**config.mk**
```make
export PLATFORM = sky130hd
export DESIGN_NAME = usr_suspend_resume
export DESIGN_NICKNAME = d
export VERILOG_FILES = /design/src/rtl/usr_pkg.sv /design/src/rtl/usr_suspend_resume.sv
export VERILOG_INCLUDE_DIRS = /design/src /design/src/rtl
export SDC_FILE = /design/constraint.sdc
export NUM_CORES = 1
export LEC_CHECK = 0
export BUFFER_PORTS_ARGS = -buffer_cell sky130_fd_sc_hd__buf_4
export CAP_MARGIN = 20
export CORE_ASPECT_RATIO = 2
export CORE_UTILIZATION = 60
export CTS_CLUSTER_SIZE = 24
export DETAILED_ROUTE_END_ITERATION = 8
export PLACE_DENSITY = 0.77
export SYNTH_ARGS = -nofsm -noshare
export SYNTH_HDL_FRONTEND = slang
export SYNTH_SLANG_ARGS = --single-unit
export TNS_END_PERCENT = 100
```
**constraint.sdc**
```tcl
create_clock -name clk_sys_i -period 3.27 [get_ports clk_sys_i]
set_clock_uncertainty 0.15 [all_clocks]
set_input_delay 0.654 -clock clk_sys_i [delete_from_list [all_inputs] [get_ports clk_sys_i]]
set_output_delay 0.654 -clock clk_sys_i [all_outputs]
set_load 0.05 [all_outputs]
```
**src/rtl/usr_defines.svh**
```systemverilog
// constants for the usb suspend and resume controller
`ifndef USR_DEFINES_SVH
`define USR_DEFINES_SVH
`define USR_CLK_KHZ          20000
`define USR_MS2CYC(ms)       ((ms) * `USR_CLK_KHZ)
`define USR_T_IDLE_MS        3
`define USR_T_OFF_MS         2
`define USR_T_KRES_MS        20
`define USR_T_KDRV_MS        10
`define USR_T_SETTLE_MS      2
`define USR_T_NORMAL_MS      15
`define USR_CNT_W            19
`define USR_CMD_EP_WR        4'h2
`define USR_CMD_EP_RD        4'h3
`define USR_CMD_ADDR_WR      8'hb6
`define USR_CMD_ADDR_RD      8'hb7
`define USR_CMD_MODE_WR      8'hb8
`define USR_CMD_MODE_RD      8'hb9
`define USR_CMD_HW_WR        8'hba
`define USR_CMD_HW_RD        8'hbb
`define USR_CMD_IE_WR        8'hc2
`define USR_CMD_IE_RD        8'hc3
`define USR_CMD_INT_RD       8'hc0
`define USR_CMD_UNLOCK       8'hb0
`define USR_CMD_RESET        8'hf6
`define USR_UNLOCK_CODE      16'haa37
`define USR_MODE_PULLUP_CONN 0
`define USR_MODE_GO_SUSPEND  5
`define USR_HW_EXT_PULLUP    2
`define USR_HW_POWERED_OFF   3
`define USR_HW_CLOCK_RUN     4
`define USR_HW_CS_WAKE       5
`define USR_IE_SUSPEND       0
`define USR_IE_RESUME        1
`define USR_RST_ADDR         8'h00
`define USR_RST_MODE         8'h00
`define USR_RST_HW           16'h0010
`define USR_RST_IE           32'h0000_0000
`define USR_RST_EP           8'h00
`endif

```
**src/rtl/usr_pkg.sv**
```systemverilog
// types for the usb suspend and resume controller
`include "usr_defines.svh"
package usr_pkg;
  typedef logic [`USR_CNT_W-1:0] usr_cnt_t;
  typedef enum logic [1:0] {st_awake, st_sleep, st_wake} usr_state_e;
  typedef struct packed {
    logic [7:0] data;
    logic       cs_n;
    logic       a0;
    logic       rd_n;
    logic       wr_n;
    logic       wakeup;
    logic       vbus;
    logic       dp;
    logic       dm;
  } usr_pin_s;
endpackage : usr_pkg

```
**src/rtl/usr_suspend_resume.sv**
```systemverilog
// usb suspend/resume sequencer with command/data parallel port
// How it works
// - idle over 3 ms means suspend
// - suspend flag set; irq if enabled
// - live bus-suspended status bit readable
// - falling go-suspend bit enters suspend
// - powered-off: suspend pin, clocks off 2ms
// - resume on K 20ms, wakeup, chip-select
// - chip-select wake needs enable and vbus
// - remote wake drives K for 10ms
// - clocks distributed only after oscillator settles
// - wake clears suspend pin, sets resume flag
// - normal operation within 15 ms
// - writes locked after wake until aa37
// - pull-up connect and internal/external select
// - config bit selects powered-off behaviour
// - a0 high: byte is command code
// - a0 low: data phase, lsb first
// - endpoint config write 20-2f, read 30-3f
// - address b6/b7, mode b8/b9, one byte
// - hw config ba/bb two, enables c2/c3 four
`timescale 1ns/1ps
`include "usr_defines.svh"
module usr_suspend_resume #(
  parameter int unsigned IDLE_CYC   = `USR_MS2CYC(`USR_T_IDLE_MS),
  parameter int unsigned OFF_CYC    = `USR_MS2CYC(`USR_T_OFF_MS),
  parameter int unsigned KRES_CYC   = `USR_MS2CYC(`USR_T_KRES_MS),
  parameter int unsigned KDRV_CYC   = `USR_MS2CYC(`USR_T_KDRV_MS),
  parameter int unsigned SETTLE_CYC = `USR_MS2CYC(`USR_T_SETTLE_MS),
  parameter int unsigned NORMAL_CYC = `USR_MS2CYC(`USR_T_NORMAL_MS)
) (
  input  wire logic              clk_sys_i,               // system clock
  input  wire logic              reset_i,                 // sync reset
  input  wire usr_pkg::usr_pin_s pins_i,                  // raw pins
  output logic [7:0]             data_o,                  // read data
  output logic                   data_oe_o,               // read data enable
  output logic                   irq_o,                   // interrupt
  output logic                   suspend_o,               // power-off pin
  output logic                   osc_en_o,                // oscillator/pll on
  output logic                   clk_dist_o,              // clocks routed
  output logic                   usb_dp_o,                // dp drive value
  output logic                   usb_dm_o,                // dm drive value
  output logic                   usb_oe_o,                // dp/dm drive enable
  output logic                   pullup_int_o,            // internal pull-up on
  output logic                   pullup_ext_o,            // external pull-up on
  output logic                   suspend_detected_flag_o, // sticky suspend
  output logic                   resume_detected_flag_o,  // sticky resume
  output logic                   bus_suspended_status_o,  // live bus state
  output logic                   write_locked_o           // writes blocked
);
  import usr_pkg::*;
  usr_pin_s   p1, p2, p3;
  usr_state_e state;
  usr_cnt_t   idle_cnt, kres_cnt, kdrv_cnt, seq_cnt;
  logic [7:0] cmd, dev_addr, mode, rd_byte, unlock_lo;
  logic [15:0] hwcfg;
  logic [31:0] ie;
  logic [7:0] ep_cfg [16];
  logic [1:0] idx;
  logic       cmd_take, dat_take, rd_start, rd_end, wr_ok, sel;
  logic       bus_j, bus_k, idle_long, idle_q, idle_evt, go_q, go_fall;
  logic       wake_k, wake_pin, wake_cs, wake_any, wake_done, flag_clr;
  logic       go_to_suspend, soft_pullup_connect, external_pullup_select;
  logic       powered_off_select, clock_run_enable, chipselect_wake_enable;
  logic       suspend_irq_enable, resume_irq_enable;
  // two-stage pin synchroniser, p3 only for edge detection
  always_ff @(posedge clk_sys_i) begin
    p1 <= pins_i;
    p2 <= p1;
    p3 <= p2;
  end
  assign go_to_suspend          = mode[`USR_MODE_GO_SUSPEND];
  assign soft_pullup_connect    = mode[`USR_MODE_PULLUP_CONN];
  assign external_pullup_select = hwcfg[`USR_HW_EXT_PULLUP];
  assign powered_off_select     = hwcfg[`USR_HW_POWERED_OFF];
  assign clock_run_enable       = hwcfg[`USR_HW_CLOCK_RUN];
  assign chipselect_wake_enable = hwcfg[`USR_HW_CS_WAKE];
  assign suspend_irq_enable     = ie[`USR_IE_SUSPEND];
  assign resume_irq_enable      = ie[`USR_IE_RESUME];
  // parallel port strobes
  assign sel      = !p2.cs_n;
  assign cmd_take = sel && p2.wr_n && !p3.wr_n && p2.a0;
  assign dat_take = sel && p2.wr_n && !p3.wr_n && !p2.a0;
  assign rd_start = sel && !p2.rd_n && p3.rd_n && !p2.a0;
  assign rd_end   = p2.rd_n && !p3.rd_n && !p2.a0;
  assign wr_ok    = dat_take && !write_locked_o;
  assign flag_clr = rd_end && cmd == `USR_CMD_INT_RD && idx == 2'h0; // clear once read
  always_ff @(posedge clk_sys_i) begin
    if (reset_i) begin
      cmd <= 8'h00;
      idx <= 2'h0;
    end else if (cmd_take) begin
      cmd <= p2.data;
      idx <= 2'h0;
    end else if (dat_take || rd_end) begin
      idx <= idx + 2'h1;
    end
  end
  // endpoint configuration entries
  for (genvar e = 0; e < 16; e++) begin : g_ep
    always_ff @(posedge clk_sys_i) begin
      if (reset_i || (cmd_take && p2.data == `USR_CMD_RESET)) begin
        ep_cfg[e] <= `USR_RST_EP;
      end else if (wr_ok && cmd == {`USR_CMD_EP_WR, 4'(e)}) begin
        ep_cfg[e] <= p2.data;
      end
    end
  end
  always_ff @(posedge clk_sys_i) begin
    if (reset_i || (cmd_take && p2.data == `USR_CMD_RESET)) begin
      dev_addr <= `USR_RST_ADDR;
      mode     <= `USR_RST_MODE;
      hwcfg    <= `USR_RST_HW;
      ie       <= `USR_RST_IE;
    end else begin
      if (wr_ok && cmd == `USR_CMD_ADDR_WR) begin
        dev_addr <= p2.data;
      end
      if (wr_ok && cmd == `USR_CMD_MODE_WR) begin
        mode <= p2.data;
      end
      if (wr_ok && cmd == `USR_CMD_HW_WR) begin
        hwcfg[idx[0]*8 +: 8] <= p2.data;
      end
      if (wr_ok && cmd == `USR_CMD_IE_WR) begin
        ie[idx*8 +: 8] <= p2.data;
      end
      if (wake_done) begin
        hwcfg[`USR_HW_CLOCK_RUN] <= 1'b1;
      end
    end
  end
  // write lock: wake sets, unlock code clears, set wins
  always_ff @(posedge clk_sys_i) begin
    if (reset_i) begin
      write_locked_o <= 1'b0;
      unlock_lo      <= 8'h00;
    end else begin
      if (dat_take && cmd == `USR_CMD_UNLOCK && idx == 2'h0) begin
        unlock_lo <= p2.data;
      end
      if (wake_done) begin
        write_locked_o <= 1'b1;
      end else if (dat_take && cmd == `USR_CMD_UNLOCK && idx == 2'h1
                   && {p2.data, unlock_lo} == `USR_UNLOCK_CODE) begin
        write_locked_o <= 1'b0;
      end
    end
  end
  always_comb begin
    rd_byte = 8'h00;
    if (cmd[7:4] == `USR_CMD_EP_RD) begin
      rd_byte = ep_cfg[cmd[3:0]];
    end else begin
      case (cmd)
        `USR_CMD_ADDR_RD: rd_byte = dev_addr;
        `USR_CMD_MODE_RD: rd_byte = mode;
        `USR_CMD_HW_RD:   rd_byte = hwcfg[idx[0]*8 +: 8];
        `USR_CMD_IE_RD:   rd_byte = ie[idx*8 +: 8];
        `USR_CMD_INT_RD:  rd_byte = (idx == 2'h0) ? {5'h00, bus_suspended_status_o,
                            resume_detected_flag_o, suspend_detected_flag_o} : 8'h00;
        default:          rd_byte = 8'h00;
      endcase
    end
  end
  always_ff @(posedge clk_sys_i) begin
    if (reset_i) begin
      data_o    <= 8'h00;
      data_oe_o <= 1'b0;
    end else if (rd_start) begin
      data_o    <= rd_byte;
      data_oe_o <= 1'b1;
    end else if (p2.rd_n || p2.cs_n) begin
      data_oe_o <= 1'b0;
    end
  end
  // bus idle detection
  assign bus_j     = p2.dp && !p2.dm;
  assign bus_k     = !p2.dp && p2.dm;
  assign idle_long = idle_cnt == usr_cnt_t'(IDLE_CYC);
  assign idle_evt  = idle_long && !idle_q;
  always_ff @(posedge clk_sys_i) begin
    if (reset_i || !bus_j || usb_oe_o) begin
      idle_cnt <= '0;
    end else if (!idle_long) begin
      idle_cnt <= idle_cnt + usr_cnt_t'(1);
    end
  end
  // edge history of idle and go-suspend
  always_ff @(posedge clk_sys_i) begin
    if (reset_i) begin
      idle_q                 <= 1'b0;
      bus_suspended_status_o <= 1'b0;
      go_q                   <= 1'b0;
    end else begin
      idle_q                 <= idle_long;
      bus_suspended_status_o <= idle_long;
      go_q                   <= go_to_suspend;
    end
  end
  // resume detection while asleep
  assign wake_k   = kres_cnt == usr_cnt_t'(KRES_CYC);
  assign wake_pin = p2.wakeup;
  assign wake_cs  = p2.cs_n == 1'b0 && chipselect_wake_enable && p2.vbus;
  assign wake_any = wake_k || wake_pin || wake_cs;
  always_ff @(posedge clk_sys_i) begin
    if (reset_i || state != st_sleep || !bus_k) begin
      kres_cnt <= '0;
    end else if (!wake_k) begin
      kres_cnt <= kres_cnt + usr_cnt_t'(1);
    end
  end
  assign go_fall   = go_q && !go_to_suspend;
  assign wake_done = state == st_wake && seq_cnt == usr_cnt_t'(SETTLE_CYC);
  // power sequence
  always_ff @(posedge clk_sys_i) begin
    if (reset_i) begin
      state      <= st_awake;
      seq_cnt    <= '0;
      suspend_o  <= 1'b0;
      osc_en_o   <= 1'b1;
      clk_dist_o <= 1'b1;
    end else begin
      case (state)
        st_awake: begin
          osc_en_o   <= 1'b1;
          clk_dist_o <= clock_run_enable;
          seq_cnt    <= '0;
          if (go_fall) begin
            state <= st_sleep;
          end
        end
        st_sleep: begin
          suspend_o <= powered_off_select;
          if (seq_cnt != usr_cnt_t'(OFF_CYC)) begin
            seq_cnt <= seq_cnt + usr_cnt_t'(1);
          end
          if (powered_off_select) begin
            osc_en_o   <= seq_cnt != usr_cnt_t'(OFF_CYC);
            clk_dist_o <= seq_cnt != usr_cnt_t'(OFF_CYC);
          end else begin
            osc_en_o   <= clock_run_enable;
            clk_dist_o <= clock_run_enable;
          end
          if (wake_any) begin
            state      <= st_wake;
            seq_cnt    <= '0;
            osc_en_o   <= 1'b1;
            clk_dist_o <= 1'b0;
          end
        end
        st_wake: begin
          seq_cnt <= seq_cnt + usr_cnt_t'(1);
          if (wake_done) begin
            clk_dist_o <= 1'b1;
            suspend_o  <= 1'b0;
            state      <= st_awake;
          end
        end
        default: state <= st_awake;
      endcase
    end
  end
  // remote wake k-state drive
  always_ff @(posedge clk_sys_i) begin
    if (reset_i) begin
      kdrv_cnt <= '0;
      usb_oe_o <= 1'b0;
      usb_dp_o <= 1'b0;
      usb_dm_o <= 1'b0;
    end else if (state == st_sleep && (wake_pin || wake_cs) && !wake_k) begin
      kdrv_cnt <= usr_cnt_t'(KDRV_CYC);
      usb_oe_o <= 1'b1;
      usb_dp_o <= 1'b0;
      usb_dm_o <= 1'b1;
    end else if (kdrv_cnt != '0) begin
      kdrv_cnt <= kdrv_cnt - usr_cnt_t'(1);
      usb_oe_o <= kdrv_cnt != usr_cnt_t'(1);
    end
  end
  // sticky flags, set wins over clear
  always_ff @(posedge clk_sys_i) begin
    if (reset_i) begin
      suspend_detected_flag_o <= 1'b0;
      resume_detected_flag_o  <= 1'b0;
    end else begin
      if (idle_evt && state == st_awake) begin
        suspend_detected_flag_o <= 1'b1;
      end else if (flag_clr) begin
        suspend_detected_flag_o <= 1'b0;
      end
      if (wake_done) begin
        resume_detected_flag_o <= 1'b1;
      end else if (flag_clr) begin
        resume_detected_flag_o <= 1'b0;
      end
    end
  end
  always_ff @(posedge clk_sys_i) begin
    if (reset_i) begin
      irq_o        <= 1'b0;
      pullup_int_o <= 1'b0;
      pullup_ext_o <= 1'b0;
    end else begin
      irq_o <= (suspend_detected_flag_o && suspend_irq_enable)
             || (resume_detected_flag_o && resume_irq_enable);
      pullup_int_o <= soft_pullup_connect && !external_pullup_select;
      pullup_ext_o <= soft_pullup_connect && external_pullup_select;
    end
  end
  AST_SUSP_FLAG: assert property (@(posedge clk_sys_i) disable iff (reset_i)
    idle_evt && state == st_awake |=> suspend_detected_flag_o) else $error("suspend lost");
  AST_IRQ: assert property (@(posedge clk_sys_i) disable iff (reset_i)
    !suspend_irq_enable && !resume_irq_enable |=> !irq_o) else $error("irq not masked");
  AST_GO_SUSP: assert property (@(posedge clk_sys_i) disable iff (reset_i)
    state == st_awake && go_q && !go_to_suspend |=> state == st_sleep)
    else $error("no suspend entry");
  AST_OFF: assert property (@(posedge clk_sys_i) disable iff (reset_i)
    state == st_sleep && powered_off_select && seq_cnt == usr_cnt_t'(OFF_CYC) && !wake_any
    |=> !osc_en_o && suspend_o) else $error("clocks not off");
  AST_CS_WAKE: assert property (@(posedge clk_sys_i) disable iff (reset_i)
    state == st_sleep && !chipselect_wake_enable && !p2.wakeup && !wake_k
    |=> state == st_sleep) else $error("bad wake");
  AST_KDRV: assert property (@(posedge clk_sys_i) disable iff (reset_i)
    $rose(usb_oe_o) |-> kdrv_cnt == usr_cnt_t'(KDRV_CYC) && usb_dm_o && !usb_dp_o)
    else $error("bad k drive");
  AST_NORMAL: assert property (@(posedge clk_sys_i) disable iff (reset_i)
    state == st_wake |-> seq_cnt < usr_cnt_t'(NORMAL_CYC)) else $error("wake too long");
  AST_LOCK: assert property (@(posedge clk_sys_i) disable iff (reset_i)
    write_locked_o && dat_take && cmd == `USR_CMD_MODE_WR |=> $stable(mode))
    else $error("locked write");
  AST_PULLUP: assert property (@(posedge clk_sys_i) disable iff (reset_i)
    !(pullup_int_o && pullup_ext_o)) else $error("two pull-ups");
endmodule : usr_suspend_resume

```
==> results_tabular.tex, run 1 <==
\begin{tabular}{lr}
\hline
Metric & Value \\
\hline
\multicolumn{2}{l}{\textbf{Synth}} \\
\quad Share of synthesized area occupied by flip-flops and latches & 52.53\% \\
\quad Most frequently used flop master after synthesis & dfxtp\_1 \\
\quad Basic-gate share of the synthesized area counting and, or, nand and nor cells & 22.47\% \\
\quad Adder and majority cell fraction of the synthesized area & 1.434\% \\
\quad Mapped Area & 15700 sq um \\
\quad Mean Syn Cell Area & 10.66 sq um \\
\quad Synthesized netlist cell count & 1473 \\
\quad Largest family of logic cells by synthesized area & simple AND/OR/NAND/NOR gates \\
\quad Share of cell area taken by muxes after synthesis & 9.992\% \\
\quad Count of flip-flops with a built-in enable after synthesis & 128 \\
\quad Count of synthesis-stage warnings from yosys & 0 \\
\quad Area contributors post-synth & dfxtp\_1 (28\%), edfxtp\_1 (24\%), mux4\_2 (6.0\%), and2\_1 (5.2\%), mux2i\_1 (3.8\%) \\
\quad Fraction of synthesized cell area taken by the top area cell type & 28.05\% \\
\quad Cell type with the largest total area after synthesis & dfxtp\_1 \\
\quad Compound-gate portion of the synthesized area & 8.231\% \\
\quad Distinct cells, synth & 78 \\
\quad XOR/XNOR Fraction of Synth Area & 2.120\% \\
\quad Synthesized netlist net count & 1509 \\
\quad Async set-or-reset flop fraction in the synthesized netlist & 0\% \\
\quad Register bit count reported by yosys & 348 \\
\multicolumn{2}{l}{\textbf{Critical path}} \\
\quad Setup crit end kind & flop \\
\quad Origin of the critical flop-to-flop path & p2[7] \\
\quad Reg2Reg Capture Point & ep\_cfg[12][0] \\
\quad Type of the worst setup path & reg -> reg \\
\quad Critical-path cell list & or3b\_1 -> nor4\_4 -> nand2\_1 -> o21ai\_0 -> buf\_4 \\
\quad Arrival time reported for the critical path endpoint & 2.89 ns \\
\quad Delay of the slowest critical-path stage & 0.64 ns \\
\quad Maximum fanout along the worst path & 8 \\
\quad Highest-delay cell along the critical path & nor4\_4 \\
\quad Worst setup slack for register-to-register paths & 0.50 ns \\
\quad Launching element type of the critical path & flop \\
\quad Critical path buffer and inverter count & 1 \\
\quad Worst setup path endpoint & ep\_cfg[12][0] \\
\quad Path length in cells of the critical path & 5 \\
\quad CP top delay family & simple AND/OR/NAND/NOR gates \\
\quad Data required time of the worst path & 3.38 ns \\
\quad Length in cells of the worst reg-to-reg path & 5 \\
\quad Critical path launch point & p2[7] \\
\multicolumn{2}{l}{\textbf{Final layout}} \\
\quad Most frequent cells in the layout & dfxtp\_1 (219), and2\_1 (130), nor2\_1 (128), edfxtp\_1 (128), nand2\_1 (97) \\
\quad Most common cell after layout, fill and taps aside & dfxtp\_1 \\
\quad Final design utilization & 67.28\% \\
\quad Area growth syn-to-layout & 9.904\% \\
\quad Ratio of cells with drive above 1 in the final layout & 14.22\% \\
\quad Antenna diode instance count & 0 \\
\quad Final-stage net count & 1526 \\
\multicolumn{2}{l}{\textbf{CTS}} \\
\quad Clock slew at the register clock pins of the worst setup and hold paths & 0.07 ns \\
\quad Clock buffers created by TritonCTS & 28 \\
\quad Total clock sinks & 348 \\
\quad Maximum number of buffers from clock root to sink & 3 \\
\quad Cts hold-fix bufs & 0 \\
\quad Clock tree from TritonCTS & yes \\
\quad Root Driver & clkbuf\_16 \\
\quad Postcts setup bufs & 0 \\
\quad CTS H-Tree Depth & 1 \\
\quad Latest clock arrival within the worst-skew pair & 0.57 ns \\
\quad Post-CTS resize count & 0 \\
\multicolumn{2}{l}{\textbf{Power and ir drop}} \\
\quad Total design power & 9.244 mW \\
\quad Leakage power & 6.020 nW \\
\quad Pwr/cell area & 535.7 nW/um\^{}2 \\
\quad Worst VDD drop & 0.7016 mV \\
\multicolumn{2}{l}{\textbf{Timing}} \\
\quad Count of pins over their slew limit & 0 \\
\quad Worst slew margin & 29.98\% \\
\quad Final setup violation count & 0 \\
\quad RSZ-0062 raised after global routing & false \\
\quad Aggregate negative setup slack & 0 ns \\
\quad Count of final hold-check violations & 0 \\
\quad Hold Worst Slack & 0.03685 ns \\
\quad Time the worst path needs with I/O delays and setup & 2.774 ns \\
\quad Tcrit/Tclk final & 84.84\% \\
\quad Slew at the pin closest to its max-slew limit & 1.042 ns \\
\quad Max Clk Rate & 360.5 MHz \\
\quad Fin worst setup slack & 0.4959 ns \\
\multicolumn{2}{l}{\textbf{Floorplan}} \\
\quad Die extent in y & 230.8 um \\
\quad Number of rows created at floorplan & 83 \\
\quad Die boundary width & 116.4 um \\
\quad Area of the core & 25650 sq um \\
\quad Effective utilization at floorplan & 61.22\% \\
\quad Boundary Pins & 40 \\
\quad Die area & 26860 sq um \\
\multicolumn{2}{l}{\textbf{Global route}} \\
\quad Routing layer with the top usage in global route & met2 \\
\quad Global-route wire length before repair & 60880 um \\
\quad Number of global-route vias before repair & 11.23k \\
\quad Maximum number of pins on one net before global-route repair & 40 \\
\quad Met1 usage in global routing & 29.57\% \\
\quad Grt ovf & 0 \\
\quad Number of antenna violations at the first check in global routing & 0 \\
\quad Met3 demand-to-capacity share in global routing & 3.623\% \\
\quad All-layer global routing usage & 30.24\% \\
\quad Global-route met2 utilization & 56.43\% \\
\multicolumn{2}{l}{\textbf{Placement}} \\
\quad Quantity of I/O buffers inserted on ports & 38 \\
\quad Worst Setup Slack post-DPL & 0.5421 ns \\
\quad Sum of net half-perimeters after detailed placement & 28170 um \\
\quad Last weighted congestion value of the routability-driven placer & 0.9121 \\
\multicolumn{2}{l}{\textbf{Run status}} \\
\quad Result of the run & completed \\
\multicolumn{2}{l}{\textbf{Drt}} \\
\quad \# DRC & 0 \\
\quad WL/cell & 21.07 um \\
\quad Post-DR vias/cell & 6.075 \\
\quad Count of nets left with antenna violations after detail routing & 0 \\
\quad Iteration-0 DRC count of the detailed router & 720 \\
\quad Detailed-route via count & 11.25k \\
\quad Number of optimization iterations in the first detailed-route pass & 5 \\
\quad Overall routed net length & 39020 um \\
\multicolumn{2}{l}{\textbf{Worst hold path}} \\
\quad Hold Crit Class & in -> reg \\
\multicolumn{2}{l}{\textbf{Run}} \\
\quad Max Cap Viol & 0 \\
\hline
\end{tabular}
-- cell families (layout without fill, tap and decap cells) --
kind of cell	Yosys count	after routing
simple gates	631	631
buf+inv	124	163
fa+ha+maj	18	18
xor+xnor	38	38
other cells	1	1
flops	348	348
mux	104	104
compound gates	209	209
-- cells in the mapped netlist (all sizes together) (4+ instances only) --
cell     number
dfxtp       220
nor2        145
and2        130
edfxtp      128
nand2        97
a21oi        92
nand3        91
clkbuf       63
mux2i        60
mux4         42
o21ai        36
buf          32
inv          28
xnor2        24
nor3         22
nand4        21
and3         19
ha           18
o31ai        18
or3          14
xor2         14
nor2b        10
and4          9
nand2b        9
nor4          9
nor4b         9
a31oi         8
a211oi        7
nand3b        7
nand4b        6
nor3b         6
o21a          6
a22oi         5
nor4bb        5
a2111oi       4
and3b         4
and4b         4
o211ai        4
or2           4
-- how the worst min path moves through the flow --
| stage | startpoint | to | slack, ns | cells after the start |
|---|---|---|---|---|
| after floorplan | p1[0] | p2[0] | 0.16 | 0 |
| after global placement | p1[1] | p2[1] | 0.16 | 0 |
| after detailed placement | p1[5] | p2[5] | 0.16 | 0 |
| after CTS | pins_i[7] | p1[7] | 0.01 | 1 |
| after global routing | pins_i[7] | p1[7] | 0.02 | 1 |
| final | pins_i[5] | p1[5] | 0.04 | 1 |
-- state kept, by name, summed over array words and instances, names as in the netlist, 2 cells and up, named ones only --
| signal | count |
|---|---|
| kres_cnt | 19 |
| dev_addr | 8 |
| unlock_lo | 8 |
| data_o | 8 |
| idle_cnt | 19 |
| p2 | 15 |
| p1 | 16 |
| mode | 8 |
| ep_cfg | 128 |
| seq_cnt | 19 |
| state | 2 |
| cmd | 8 |
| hwcfg | 16 |
| idx | 2 |
| ie | 32 |
| kdrv_cnt | 19 |
| p3 | 2 |
-- power by group --
group          leakage (nW)  switching, mW  internal (mW)  total, mW
sequential             3.11          0.164           4.67       4.83
clock                 0.438           1.59           1.71       3.30
combinational          2.47          0.683          0.433       1.12
-- layout make-up --
cell class	instances	area [sq um]
Clock buffer	31	743.2
Sequential cell	348	8249
Fill cell	2026	8393
Inverter	29	108.9
Multi-Input combinational cell	1001	6958
Tap cell	340	425.4
Timing Repair Buffer	82	615.6
Clock inverter	21	157.7
-- per-stage QoR --
| step | cell area (sq um) | cells |
|---|---|---|
| after floorplan | 15700 | 1473 |
| after global placement | 16360 | 1800 |
| after detailed placement | 16360 | 1800 |
| after CTS | 17260 | 1852 |
| after global routing | 17260 | 1852 |
| final | 17260 | 1852 |
-- metal layers --
| layer | part of all wire [%] | up-vias |
|---|---|---|
| met3 | 3.9 | 135 |
| li1 | - | 5330 |
| met1 | 33 | 5429 |
| met2 | 55 | 356 |
| met4 | 7.9 | 0 |
| met5 | 0 | - |
Note: power is estimated with default switching activity, not from simulation.
==> run 2: changes to the inputs <==
- CORE_UTILIZATION: 60 -> 56
- PLACE_DENSITY: 0.77 -> 0.75
- clock period: 3.27 -> 2.5 ns (I/O delays scaled with it)
==> run 2 against run 1 <==
Effect of this change: cell count grew 3.5%; utilization shrank 1.9 points; power grew 40%; highest routed layer unchanged; routed wire length grew 0.24%; critical endpoint is now ep_cfg[8][2].
==> results_tabular.tex, run 2 (synthesis gave the netlist of run 1 again) <==
\begin{tabular}{lr}
\hline
Metric & Value \\
\hline
\multicolumn{2}{l}{\textbf{Timing}} \\
\quad Time the worst path needs with I/O delays and setup & 2.423 ns (-0.3516 ns) \\
\quad Max Clk Rate & 412.8 MHz (+15\%) \\
\quad Slew at the pin closest to its max-slew limit & 0.7069 ns (-0.3354 ns) \\
\quad Aggregate negative setup slack & 0 ns (unchanged) \\
\quad Worst slew margin & 52.44\% (+22 points) \\
\quad RSZ-0062 raised after global routing & true \\
\quad Tcrit/Tclk final & 96.90\% (+12 points) \\
\quad Final setup violation count & 0 (unchanged) \\
\quad Count of pins over their slew limit & 0 (unchanged) \\
\quad Count of final hold-check violations & 0 (unchanged) \\
\quad Hold Worst Slack & 0.06392 ns (+0.02707 ns) \\
\multicolumn{2}{l}{\textbf{Final layout}} \\
\quad Biggest register & ep\_cfg \\
\quad Area growth syn-to-layout & 14.71\% \\
\quad Registers with the most flip-flops & ep\_cfg: 128 flops, ie: 32 flops \\
\quad Flip-flop count of the largest register after layout & 128 (unchanged) \\
\quad Ratio of cells with drive above 1 in the final layout & 16.75\% (+2.5 points) \\
\quad Final-layout fill cell count & 2195 (+8.3\%) \\
\quad Most frequent cells in the layout & dfxtp\_1 (217), and2\_1 (130), nor2\_1 (128), edfxtp\_1 (128), buf\_4 (106) \\
\quad Antenna diode instance count & 0 (unchanged) \\
\quad Most common cell after layout, fill and taps aside & dfxtp\_1 \\
\quad Final-stage net count & 1576 (+3.3\%) \\
\multicolumn{2}{l}{\textbf{Global route}} \\
\quad Number of global-route vias before repair & 11.75k (+4.7\%) \\
\quad Routing layer with the top usage in global route & met2 \\
\quad Global-route met2 utilization & 54.65\% (-1.8 points) \\
\quad Met3 demand-to-capacity share in global routing & 3.340\% (-0.28 points) \\
\quad Number of antenna violations at the first check in global routing & 0 (unchanged) \\
\quad Global-route wire length before repair & 62220 um (+2.2\%) \\
\quad Grt ovf & 0 (unchanged) \\
\quad All-layer global routing usage & 28.13\% (-2.1 points) \\
\quad Maximum number of pins on one net before global-route repair & 31 (-23\%) \\
\quad Met1 usage in global routing & 27.00\% (-2.6 points) \\
\multicolumn{2}{l}{\textbf{Critical path}} \\
\quad Critical-path cell list & or4b\_4 -> nor4\_4 -> buf\_4 -> nand2\_1 -> o21ai\_1 -> buf\_4 \\
\quad Data required time of the worst path & 2.64 ns (-0.74 ns) \\
\quad Highest-delay cell along the critical path & or4b\_4 \\
\quad Launching element type of the critical path & flop \\
\quad Type of the worst setup path & reg -> reg \\
\quad Dominant cell type by count on the critical path & buf\_4 \\
\quad Maximum fanout along the worst path & 8 (unchanged) \\
\quad Delay of the slowest critical-path stage & 0.56 ns (-0.08 ns) \\
\quad Setup crit end kind & flop \\
\quad Arrival time reported for the critical path endpoint & 2.56 ns (-0.33 ns) \\
\multicolumn{2}{l}{\textbf{Drt}} \\
\quad Post-DR vias/cell & 5.974 (-1.7\%) \\
\quad Number of optimization iterations in the first detailed-route pass & 5 (unchanged) \\
\quad WL/cell & 20.41 um (-3.1\%) \\
\quad Overall routed net length & 39110 um (+0.24\%) \\
\quad \# DRC & 0 (unchanged) \\
\quad Iteration-0 DRC count of the detailed router & 790 (+9.7\%) \\
\quad Count of nets left with antenna violations after detail routing & 0 (unchanged) \\
\quad Detailed-route via count & 11.45k (+1.7\%) \\
\multicolumn{2}{l}{\textbf{CTS}} \\
\quad Total clock sinks & 348 (unchanged) \\
\quad Clock slew at the register clock pins of the worst setup and hold paths & 0.07 ns (about the same) \\
\quad CTS H-Tree Depth & 1 (unchanged) \\
\quad Latest clock arrival within the worst-skew pair & 0.57 ns (about the same) \\
\quad Clock tree from TritonCTS & yes \\
\quad Clock buffers created by TritonCTS & 30 (+7.1\%) \\
\quad Maximum number of buffers from clock root to sink & 3 (unchanged) \\
\quad Root Driver & clkbuf\_16 \\
\multicolumn{2}{l}{\textbf{Power and ir drop}} \\
\quad Leakage power & 6.368 nW (+5.8\%) \\
\quad Logic pwr share & 12.4\% (+0.3 points) \\
\quad Switch Pwr & 3.311 mW (+36\%) \\
\quad Pwr/cell area & 719.2 nW/um\^{}2 (+34\%) \\
\quad Share of power burned in registers & 48.6\% (-3.6 points) \\
\quad Total internal power & 9.643 mW (+42\%) \\
\quad Worst VDD drop & 1.070 mV (+53\%) \\
\quad Clk pwr share & 39.0\% (+3.3 points) \\
\quad Net switching share of the total power & 25.56\% (-0.80 points) \\
\multicolumn{2}{l}{\textbf{Floorplan}} \\
\quad Effective utilization at floorplan & 57.00\% (-4.2 points) \\
\quad Area of the core & 27550 sq um (+7.4\%) \\
\quad Number of rows created at floorplan & 86 (+3.6\%) \\
\quad Die boundary width & 120.4 um (+3.4\%) \\
\quad Boundary Pins & 40 (unchanged) \\
\quad Die area & 28750 sq um (+7.0\%) \\
\quad Die extent in y & 238.8 um (+3.5\%) \\
\multicolumn{2}{l}{\textbf{Placement}} \\
\quad Quantity of I/O buffers inserted on ports & 38 (unchanged) \\
\quad Last weighted congestion value of the routability-driven placer & 0.8981 (-1.5\%) \\
\quad Sum of net half-perimeters after detailed placement & 28350 um (+0.62\%) \\
\multicolumn{2}{l}{\textbf{Worst hold path}} \\
\quad Hold Crit Class & in -> reg \\
\multicolumn{2}{l}{\textbf{Run status}} \\
\quad Result of the run & completed \\
\multicolumn{2}{l}{\textbf{Run}} \\
\quad Max Cap Viol & 0 (unchanged) \\
\hline
\end{tabular}
run 2: cell type report:
class | count | area [sq um] | area share, %
clock buffer | 33 | 803.3 | 4.460
inverter | 29 | 108.9 | 0.6043
tap | 352 | 440.4 | 2.445
clock inverter | 23 | 275.3 | 1.528
sequential | 348 | 8252 | 45.81
timing repair buffer | 130 | 1116 | 6.196
multi-input combinational | 1001 | 7017 | 38.96
run 2: per-stage QoR:
step	setup WS, ns	total power [mW]	util (%)	std cells	cell area [sq um]
detailed placement	0.08876	7.955	60.71	1844	16720
global route	-0.02746	13.43	65.39	1916	18010
finish	0.07742	12.95	65.39	1916	18010
floorplan	-0.1083	7.448	-	1473	15710
global placement	0.1665	7.907	60.71	1844	16720
CTS	0.08468	13.00	65.21	1916	17960
run 2: critical path, delay by kind of cell (launching register included):
family | cells | cell delay [ns]
AO/OA/AOI/OAI | 1 | 0.19
buffers and inverters | 2 | 0.42
AND/OR/NAND/NOR | 3 | 1.03
flip-flops | 1 | 0.35
run 2: layer usage:
layer	vias to the layer above	routed length (um)
met1	5526	13210
li1	5426	-
met2	351	21590
met5	-	0
met4	0	2838
met3	143	1474
run 2: power groups by stage:
stage	logic, mW	clock network, mW	registers, mW
3_3_place_gp	1.50	0	6.41
4_1_cts	1.58	5.12	6.29
6_report	1.60	5.05	6.30
5_1_grt	1.77	5.34	6.33
3_5_place_dp	1.54	0	6.42
2_1_floorplan	1.07	0	6.38
run 2: final timing paths:
| path | start | endpoint | slack, ns | cells past startpoint |
|---|---|---|---|---|
| worst min register to register | p1[13] | p2[13] | 0.18 | 0 |
| worst min-delay path | reset_i | hwcfg[4] | 0.06 | 3 |
| worst max-delay path | cmd[4] | ep_cfg[8][2] | 0.08 | 6 |
| worst max register to register | cmd[4] | ep_cfg[8][2] | 0.08 | 6 |
run 2: timing repair:
item / 4_1_cts / 5_1_grt
buffers inserted: 0 / 0
endpoints found under the setup margin: 0 / 45
resized for setup: 0 / 11
endpoints found under the hold margin: 16 / 0
hold buffers: 16 / 0
